$ cat src/inc/asu_pkg.sv
// package: constants and carriers for the automatic sleep unit
package asu_pkg;
  // power_ctl_reg_0 field positions
  localparam int APD_EN_BIT     = 1;
  localparam int TURBO_OFF_BIT  = 3;
  localparam int CLK_BLOCK_BIT  = 4;
  // power_ctl_reg_2 field positions
  localparam int BLK_CNTL0_BIT  = 2;
  localparam int BLK_CNTL1_BIT  = 3;
  localparam int BLK_CNTL2_BIT  = 4;
  localparam int BLK_STROBE_BIT = 5;
  localparam int BLK_DBE_BIT    = 6;
  // reset values and idle period
  localparam logic [7:0] PWR_REG_RESET = 8'h00;
  localparam logic [3:0] IDLE_PERIODS  = 4'hf;

  typedef struct packed {
    logic [7:0] addr;
    logic [7:0] data;
  } asu_bus_t;

  typedef struct packed {
    logic strobe;
    logic clk;
    logic cntl0;
    logic cntl1;
    logic cntl2;
    logic dbe;
  } asu_pld_in_t;
endpackage

$ cat src/rtl/asu_idle_counter.sv
// idle counter: counts common clock periods while strobe rests
`timescale 1ns/1ns
module asu_idle_counter (
  input  wire logic ref_clk,
  input  wire logic rst,
  input  wire logic enable,
  input  wire logic strobeActivity,
  input  wire logic clkRise,
  output logic      sleepAssert
);
  import asu_pkg::*;

  typedef struct packed {
    logic [3:0] count;
    logic       sleep;
  } asu_cnt_state_t;

  asu_cnt_state_t state;
  asu_cnt_state_t next_state;

  // activity clears at once; only unbroken idle reaches fifteen
  always_comb begin
    next_state = state;
    if (!enable || strobeActivity) begin // RQ16
      next_state.count = 4'h0;
      next_state.sleep = 1'b0;
    end else if (clkRise && state.count != IDLE_PERIODS) begin // RQ12
      next_state.count = state.count + 4'h1;
      if (state.count + 4'h1 == IDLE_PERIODS) begin
        next_state.sleep = 1'b1; // RQ1
      end
    end
  end

  always_ff @(posedge ref_clk or posedge rst) begin
    if (rst) begin
      state <= '0;
    end else begin
      state <= next_state;
    end
  end

  assign sleepAssert = state.sleep;
endmodule // asu_idle_counter

$ cat src/rtl/asu_auto_sleep_unit.sv
// auto sleep unit: power down control, gating and memory select
`timescale 1ns/1ns
// Notes on behaviour
// RQ1: when enabled, power down follows an idle period of the address strobe.
// RQ2: in power down host address and data are gated and every memory is deselected.
// RQ3: in power down unblocked toggling array inputs still keep the arrays active. The code gates the strobe to the arrays in power down even when unblocked.
// RQ4: chip select is active low and high deselects flash, static RAM and control space.
// RQ5: chip select deselect blocks no signal and leaves the logic arrays running.
// RQ6: each memory stands by when its inputs are stable and wakes on any change.
// RQ7: host writes of the power registers set blocking bits that stop signals to the arrays.
// RQ8: a bit of register 0 disables turbo, which is on by default.
// RQ9: with turbo off the arrays stand by when no input changes.
// RQ10: port D pin 0 in its dedicated use is the address strobe.
// RQ11: port D pin 1 in its dedicated use is the common clock for arrays and counter.
// RQ12: the counter counts clock periods while strobe idles and asserts sleep after fifteen.
// RQ13: power down ends on strobe pulsing, chip select low, or reset returning high.
// RQ14: register 0 bit 1 enables auto sleep, bit 3 turns turbo off, bit 4 blocks the clock.
// RQ15: power registers clear only at power up, not on later resets.
// RQ16: any strobe activity clears the idle counter at once.
// RQ17: blocking the clock from the arrays does not stop the idle counter.
module asu_auto_sleep_unit (
  input  wire logic            ref_clk,
  input  wire logic            rst,
  input  wire logic            porN,
  input  wire logic            pin0Dedicated,
  input  wire logic            pin1Dedicated,
  input  wire logic            portdPin0,
  input  wire logic            portdPin1,
  input  wire logic            portdPin2,
  input  wire logic            strobeIdleLevel,
  input  wire logic            regWrite,
  input  wire logic            regSel,
  input  wire logic [7:0]      regWdata,
  input  wire asu_pkg::asu_bus_t hostBus,
  input  wire logic            cntl0,
  input  wire logic            cntl1,
  input  wire logic            cntl2,
  input  wire logic            dbe,
  output asu_pkg::asu_bus_t    memBus,
  output asu_pkg::asu_pld_in_t pldIn,
  output logic                 flashSel,
  output logic                 sramSel,
  output logic                 ctlSpaceSel,
  output logic                 memStandby,
  output logic                 pldStandby,
  output logic                 turboOn,
  output logic                 sleepState,
  output logic [7:0]           powerCtlReg0,
  output logic [7:0]           powerCtlReg2
);
  import asu_pkg::*;

  // ************************************************************
  // state
  // ************************************************************
  typedef struct packed {
    logic [1:0] pin0Sync;
    logic [1:0] pin1Sync;
    logic [1:0] pin2Sync;
    logic       pin0Last;
    logic       pin1Last;
    asu_bus_t   busLast;
    asu_bus_t   memOut;
    asu_pld_in_t pldOut;
    logic       pldLastChg;
    logic       sleep;
    logic       wasReset;
  } asu_state_t;

  asu_state_t state;
  asu_state_t next_state;
  // power registers sit apart from state: they answer to porN, not rst
  logic [7:0] pwrReg0;
  logic [7:0] pwrReg2;
  logic [7:0] next_pwrReg0;
  logic [7:0] next_pwrReg2;
  logic       counterSleep;
  logic       strobeAct;
  logic       clkRise;
  logic       csHigh;
  logic       strobeLvl;
  logic       clkLvl;

  // pin decoding; dedicated use required for strobe and clock
  assign strobeLvl = pin0Dedicated & state.pin0Sync[1]; // RQ10
  assign clkLvl    = pin1Dedicated & state.pin1Sync[1]; // RQ11
  assign csHigh    = state.pin2Sync[1];
  // pulsing strobe = either edge, or any level that differs from the idle polarity
  assign strobeAct = pin0Dedicated & ((strobeLvl ^ state.pin0Last)
                     | (strobeLvl != strobeIdleLevel));
  assign clkRise   = clkLvl & ~state.pin1Last; // RQ17

  asu_idle_counter idleCounter (
    .ref_clk        (ref_clk),
    .rst            (rst),
    .enable         (pwrReg0[APD_EN_BIT]), // RQ14
    .strobeActivity (strobeAct),
    .clkRise        (clkRise),
    .sleepAssert    (counterSleep)
  );

  // ************************************************************
  // next state
  // ************************************************************
  always_comb begin
    next_state = state;
    next_state.pin0Sync = {state.pin0Sync[0], portdPin0};
    next_state.pin1Sync = {state.pin1Sync[0], portdPin1};
    next_state.pin2Sync = {state.pin2Sync[0], portdPin2};
    next_state.pin0Last = strobeLvl;
    next_state.pin1Last = clkLvl;
    next_state.wasReset = 1'b0;
    next_pwrReg0 = pwrReg0;
    next_pwrReg2 = pwrReg2;
    // run-time register writes, regSel picks register 2
    if (regWrite && !state.sleep) begin
      if (regSel) begin
        next_pwrReg2 = regWdata; // RQ7
      end else begin
        next_pwrReg0 = regWdata; // RQ8
      end
    end
    // enter on counter, leave on strobe, chip select low, reset release or auto sleep disabled
    if (counterSleep && !strobeAct) begin
      next_state.sleep = 1'b1; // RQ1
    end
    if (strobeAct || !csHigh || state.wasReset || !pwrReg0[APD_EN_BIT]) begin
      next_state.sleep = 1'b0; // RQ13
    end
    // gate host bus: hold last value so memories see no transition
    if (!state.sleep) begin
      next_state.memOut = hostBus; // RQ2
    end
    next_state.busLast = next_state.memOut;
    // array inputs with blocking bits; counter clock is not affected
    next_state.pldOut.strobe = strobeLvl & ~pwrReg2[BLK_STROBE_BIT] & ~state.sleep; // RQ7
    next_state.pldOut.clk    = clkLvl & ~pwrReg0[CLK_BLOCK_BIT]; // RQ14
    next_state.pldOut.cntl0  = cntl0 & ~pwrReg2[BLK_CNTL0_BIT];
    next_state.pldOut.cntl1  = cntl1 & ~pwrReg2[BLK_CNTL1_BIT];
    next_state.pldOut.cntl2  = cntl2 & ~pwrReg2[BLK_CNTL2_BIT];
    next_state.pldOut.dbe    = dbe & ~pwrReg2[BLK_DBE_BIT];
    next_state.pldLastChg    = (next_state.pldOut != state.pldOut); // RQ3
  end

  // ************************************************************
  // registers
  // ************************************************************
  // power registers keep contents across rst; only power-on clears
  always_ff @(posedge ref_clk or posedge rst) begin
    if (rst) begin
      state.pin0Sync   <= 2'h0;
      state.pin1Sync   <= 2'h0;
      state.pin2Sync   <= 2'h3;
      state.pin0Last   <= 1'b0;
      state.pin1Last   <= 1'b0;
      state.busLast    <= '0;
      state.memOut     <= '0;
      state.pldOut     <= '0;
      state.pldLastChg <= 1'b0;
      state.sleep      <= 1'b0;
      state.wasReset   <= 1'b1;
    end else begin
      state.pin0Sync   <= next_state.pin0Sync;
      state.pin1Sync   <= next_state.pin1Sync;
      state.pin2Sync   <= next_state.pin2Sync;
      state.pin0Last   <= next_state.pin0Last;
      state.pin1Last   <= next_state.pin1Last;
      state.busLast    <= next_state.busLast;
      state.memOut     <= next_state.memOut;
      state.pldOut     <= next_state.pldOut;
      state.pldLastChg <= next_state.pldLastChg;
      state.sleep      <= next_state.sleep;
      state.wasReset   <= next_state.wasReset;
    end
  end

  always_ff @(posedge ref_clk or negedge porN) begin
    if (!porN) begin
      pwrReg0 <= PWR_REG_RESET; // RQ15
      pwrReg2 <= PWR_REG_RESET;
    end else begin
      pwrReg0 <= next_pwrReg0;
      pwrReg2 <= next_pwrReg2;
    end
  end

  // ************************************************************
  // outputs
  // ************************************************************
  assign memBus       = state.memOut;
  assign pldIn        = state.pldOut;
  // chip select only affects memories, never the arrays
  assign flashSel     = ~csHigh & ~state.sleep; // RQ4
  assign sramSel      = ~csHigh & ~state.sleep; // RQ5
  assign ctlSpaceSel  = ~csHigh & ~state.sleep;
  // memory wakes only while its gated inputs move and it is selected
  assign memStandby   = ~flashSel | (state.busLast == hostBus) | state.sleep; // RQ6
  assign turboOn      = ~pwrReg0[TURBO_OFF_BIT]; // RQ8
  assign pldStandby   = pwrReg0[TURBO_OFF_BIT] & ~state.pldLastChg; // RQ9
  assign sleepState   = state.sleep;
  assign powerCtlReg0 = pwrReg0;
  assign powerCtlReg2 = pwrReg2;
endmodule // asu_auto_sleep_unit

$ cat config.mk
export PLATFORM = sky130hd
export DESIGN_NAME = asu_auto_sleep_unit
export DESIGN_NICKNAME = d
export VERILOG_FILES = /design/src/inc/asu_pkg.sv /design/src/rtl/asu_idle_counter.sv /design/src/rtl/asu_auto_sleep_unit.sv
export SDC_FILE = /design/constraint.sdc
export NUM_CORES = 1
export LEC_CHECK = 0
export BUFFER_PORTS_ARGS = -buffer_cell sky130_fd_sc_hd__buf_2
export CORE_MARGIN = 5
export CORE_UTILIZATION = 52
export CTS_BUF_LIST = sky130_fd_sc_hd__clkbuf_8
export DETAILED_ROUTE_END_ITERATION = 8
export PLACE_DENSITY = 0.8
export SYNTH_ARGS = -nofsm -noshare
export SYNTH_HDL_FRONTEND = slang
export SYNTH_HIERARCHICAL = 1
export SYNTH_SLANG_ARGS = --single-unit
$ cat constraint.sdc
create_clock -name ref_clk -period 1.6 [get_ports ref_clk]
set_clock_uncertainty 0.1 [all_clocks]
set_input_delay 0 -clock ref_clk [delete_from_list [all_inputs] [get_ports ref_clk]]
set_output_delay 0 -clock ref_clk [all_outputs]
set_load 0.05 [all_outputs]
==> metrics, run 1 <==
post-route setup slack -0.154 ns; Detailed Route WL 5360 µm; initial antenna violation count 0; critical path class reg2out; Worst EP arrival 1.65 ns; P&R area growth vs syn 34.1%; drt initial violations 75; Netlist cell types 29; Via-to-Cell Ratio 4.92; WL/cell 15.3 µm; final setup vio count 1; largest net degree at the start of global routing 19; FP Rows 25; synthesized area 0.00246 mm²; sequential fraction of the synthesis area 0.551; Final Instance Count excl. Fillers 350; share of post-route cells with drive strength above 1 0.480; via count 1722; leakage dissipation 1.57 nW; Routed Antenna Nets 0; die height 78.8 µm; Reg-to-Reg Start state[48]; fin crit period 1.75 ns; io pins 84; critical path fanouts, max 3; Worst-path clk slew 0.09 ns; total grt overflow 0; ant diodes 0; gr usage total 0.189; RSZ-0062 raised after global routing yes; total clock sinks 54; clk buf depth 2; met3 WL post-DR 200 µm; Register-to-Register Setup Slack 0.10 ns; failing checks setup timing; status finished with violations; hold_sp strobeIdleLevel; Starting Density 0.528; die width 78.8 µm; Placed Cells 306; period utilisation layout 1.10; DP Wirelength 3660 µm; hold slack 0.0413 ns; Data required, critical path 1.50 ns; Pwr Total 3.30 mW; global-route wire length before repair 9070 µm; die area 0.00621 mm²; Avg Inst Size Synth 12.9 µm²; PD cells 1000 mW/mm²; most common cell after layout, fill and taps aside buf_2; core area 0.00466 mm²; pre-CTS setup slack -0.00796 ns; YS warnings 6; WHS Endpoint sleepState; commonest non-fill, non-tap cells in the layout buf_2 (79), dfrtp_1 (50), dlygate4sd3_1 (35); H-Tree Depth 2; startpoint class of the critical path flip-flop; Met1 Wirelength 2100 µm; Peak supply drop 0.000854 V; flop and latch count out of synthesis 54; CTS tree done; Worst Setup End Kind output port; CTS Root Cell clkbuf_8; Top Layer Used met4; Hold WC Path Type in2reg; DRC 0; met2 wire len 2930 µm; r2r worst-path depth 4; Final GP Congestion 0.795; number of global-route vias before repair 1923; max cap viols 0; Final Util 0.708; final hold vios 0; IO Port Bufs 83; Pre-antenna DRT Iters 4; f_max 570 MHz; Synth Net Count 232; CTS Buf Count 5; Hold Path Stages 4; later-pin clock latency in the skew report 0.30 ns; R2R Path End idleCounter/state[2]; Nets 336; final max-slew violation count 0; Post-Syn Instances 191
-- power breakdown --
| part | internal (mW) | switching, mW |
|---|---|---|
| Combinational | 0.288 | 0.576 |
| Clock | 0.461 | 0.424 |
| Sequential | 1.48 | 0.0766 |
| Total | 2.23 | 1.08 |
-- routing by layer --
layer,track usage,vias to the layer above
li1,-,834
met1,0.227,835
met2,0.329,43
met3,0.0442,10
met4,0.0682,0
met5,0,-
-- final cells by class --
class,count,area (µm²)
Clock buffer,5,68.8
Clock inverter,3,41.3
Fill cell,329,1360
Inverter,6,22.5
Multi-Input combinational cell,105,923
Sequential cell,54,1360
Tap cell,54,67.6
Timing Repair Buffer,123,821
-- synthesized netlist by cell type (all sizes together) --
master | count | area share
dfrtp | 51 | 0.52
mux2 | 32 | 0.15
buf | 26 | 0.081
xor2 | 22 | 0.078
nor2 | 9 | 0.014
inv | 6 | 0.0092
nand2 | 5 | 0.0076
nand3 | 5 | 0.010
nor4 | 5 | 0.013
nor2b | 4 | 0.010
dfstp | 3 | 0.032
xnor2 | 3 | 0.011
a21oi | 2 | 0.0041
and3 | 2 | 0.0051
ha | 2 | 0.010
nor3b | 2 | 0.015
a221oi | 1 | 0.0061
a31oi | 1 | 0.0025
and2 | 1 | 0.0025
conb | 1 | 0.0015
nand2b | 1 | 0.0025
nand3b | 1 | 0.0046
nand4 | 1 | 0.0025
nor3 | 1 | 0.0020
o2111ai | 1 | 0.0036
o21ai | 1 | 0.0020
or2 | 1 | 0.0025
or3 | 1 | 0.0025
-- worst max-delay path by stage --
stage | start | to | slack [ns] | cells past startpoint
finish | memBus[1] | memStandby | -0.15 | 5
global route | memBus[1] | memStandby | -0.26 | 5
CTS | memBus[4] | memStandby | -0.15 | 5
detailed placement | memBus[1] | memStandby | -0.008 | 5
global placement | memBus[1] | memStandby | 0.04 | 5
floorplan | sleepState | flashSel | 0.02 | 4
-- logic make-up after synthesis --
logic type,synth area share
xor gates and xnor gates,0.0890
and+or+nand+nor,0.0941
adders and majority gates,0.0102
muxes,0.146
buffers and inverters,0.0900
other,0.00152
AOI/OAI and AO/OA,0.0183
DFF,0.551
-- critical path, stage by stage, from the launching register on --
cell and delay, ns:
dfrtp_1 0.41, xor2_1 0.16, nor4_2 0.34, nand4_1 0.20, nand2_4 0.10, buf_8 0.14
-- sequential cells by signal, summed over array words and instances (netlist names) --
signal	flops
state	6
powerCtlReg0	8
memBus	16
next_state	3
powerCtlReg2	8
pldIn	6
idleCounter/state	4
idleCounter/sleepAssert	1
csHigh	1
sleepState	1
-- stage by stage --
stage	instance area [µm²]	setup TNS (ns)
2_1_floorplan	2480	0
3_3_place_gp	2800	0
3_5_place_dp	2800	-0.00796
4_1_cts	3280	-0.146
5_1_grt	3300	-0.264
6_report	3300	-0.154
-- timing repair --
item,in CTS,in global routing
endpoints found under the setup margin,1,6
hold endpoints to repair,97,0
pin swaps,3,3
hold buffers,35,0
gates resized for setup,4,9
buffers inserted,1,0
No activity file was read; power rests on OpenSTA's default activity.
==> run 2: changes to the inputs <==
--- a/config.mk
+++ b/config.mk
@@ -11,6 +11,7 @@
 export CTS_BUF_LIST = sky130_fd_sc_hd__clkbuf_8
 export DETAILED_ROUTE_END_ITERATION = 8
 export PLACE_DENSITY = 0.8
+export SKIP_LAST_GASP = 1
 export SYNTH_ARGS = -nofsm -noshare
 export SYNTH_HDL_FRONTEND = slang
 export SYNTH_HIERARCHICAL = 1
==> constraint.sdc (replaced) <==
create_clock -name ref_clk -period 2 [get_ports ref_clk]
set_clock_uncertainty 0.1 [all_clocks]
set_input_delay 0 -clock ref_clk [delete_from_list [all_inputs] [get_ports ref_clk]]
set_output_delay 0 -clock ref_clk [all_outputs]
set_load 0.01 [all_outputs]
==> run 2 against run 1 <==
  * The flow now finishes without violations
  * Count of clock-buffer cells in the layout unchanged
  * Global-route usage is 0.97 points higher
  * Sequential power shrank 20%
  * Critical path type is now reg2reg
  * Critical path depth fell by 1
  * Wire length up 4.7%
==> metrics, run 2 (synthesis results as in run 1) <==
status completed; fin crit period 1.90 ns; worst slew pin tran 0.598 ns; final hold vios 0; commonest non-fill, non-tap cells in the layout buf_2 (83), dfrtp_1 (51), dlygate4sd3_1 (38); worst rel slew slack 0.601; Nets 336; max incr delay on CP 0.57 ns; f_max 527 MHz; H-Tree Depth 2; Crit path max-delay family simple AND/OR/NAND/NOR gates; met2 usage 0.366; GR Layer Usage met1 0.225; drt initial violations 121; initial antenna violation count 0; global-route wire length before repair 9490 µm; met3 Usage GRT 0.0351; most common cell after layout, fill and taps aside buf_2; total clock sinks 54; Via-to-Cell Ratio 4.95; Post-CTS Resized 0; die width 78.8 µm; leakage dissipation 1.57 nW; PD cells 730 mW/mm²; final max-slew violation count 0; Starting Density 0.528; Hold WC Path Type in2async; Final Util 0.700; critical path class reg2reg; Detailed Route WL 5610 µm; P&R area growth vs syn 32.5%; number of global-route vias before repair 1934; core area 0.00466 mm²; startpoint class of the critical path flip-flop; clk buf depth 2; Final GP Congestion 0.816; IO Port Bufs 83; Pre-antenna DRT Iters 4; hold slack 0.0217 ns; CP cell instances nor3b_4 -> nand2_1 -> dlygate4sd3_1 -> o21ai_0; later-pin clock latency in the skew report 0.31 ns; DRC 0; Setup Buffers After CTS 0; die area 0.00621 mm²; max FFs per register 16; critical path fanouts, max 9; RSZ-0062 raised after global routing no; CTS tree done; final setup vio count 0; gr usage total 0.198; io pins 84; CP bufs+invs 1; WL/cell 16.0 µm; Worst EP arrival 2.02 ns; total grt overflow 0; largest net degree at the start of global routing 20; CTS Root Cell clkbuf_8; share of post-route cells with drive strength above 1 0.446; period utilisation layout 0.949; Data required, critical path 2.12 ns; Worst path slowest cell dlygate4sd3_1; CTS Buf Count 5; Fillers 322; Routed Antenna Nets 0; Peak supply drop 0.000434 V; max cap viols 0; die height 78.8 µm; final setup TNS 0 ns; design area 0.00326 mm²; gr busiest metal met2; Area after DPL 0.00277 mm²; via count 1734; Worst Setup End Kind flip-flop; Worst-path clk slew 0.09 ns; FP Rows 25; DP Wirelength 3760 µm; ant diodes 0
==> run 2: changes by cell type in the layout (fill, tap and decap cells not counted), moves of 2 or more <==
cell           delta
buf_4             -7
buf_2             +4
dlygate4sd3_1     +3
clkinv_2          +2
nor2_1            +2
nor2_4            -2
==> run 2: final timing paths <==
check                                     from               to  slack [ns]  cells past startpoint
max in group asynchronous                  rst         state[0]        0.97                      4
min in group ref_clk                  regWrite  powerCtlReg0[3]        0.14                      3
worst max-delay path                sleepState  powerCtlReg0[3]        0.10                      4
worst min register to register  next_state[44]           csHigh        0.26                      0
worst min-delay path                      porN  powerCtlReg2[2]        0.02                      2
worst max register to register      sleepState  powerCtlReg0[3]        0.10                      4
==> run 2: metrics by stage <==
step	setup WS, ns	power (mW)	std cells
floorplan	0.569	1.48	191
global placement	0.538	1.61	304
detailed placement	0.443	1.62	304
CTS	0.233	2.40	350
global route	0.0293	2.49	350
finish	0.101	2.38	350
==> run 2: area by class of cell <==
class                           instances  area (µm²)  share of cell area
Clock buffer                            5        68.8              0.0211
Clock inverter                          3        40.0              0.0123
Inverter                                6        22.5             0.00690
Multi-Input combinational cell        105         885               0.271
Sequential cell                        54        1360               0.415
Tap cell                               54        67.6              0.0207
Timing Repair Buffer                  123         823               0.252
==> run 2: what timing repair did <==
item                                    CTS  global route
hold endpoints to repair                 78             0
endpoints found under the setup margin    0             0
hold buffers                             38             0
==> run 2: report_power, final <==
group	switching, mW	internal (mW)
combinational	0.199	0.224
sequential	0.0615	1.18
clock	0.345	0.369
total	0.606	1.77
==> run 2: per-layer routing <==
metal	routed length (µm)	vias to the layer above
met5	0	-
met4	169	0
met3	192	13
met2	3210	42
met1	2040	856
li1	-	823
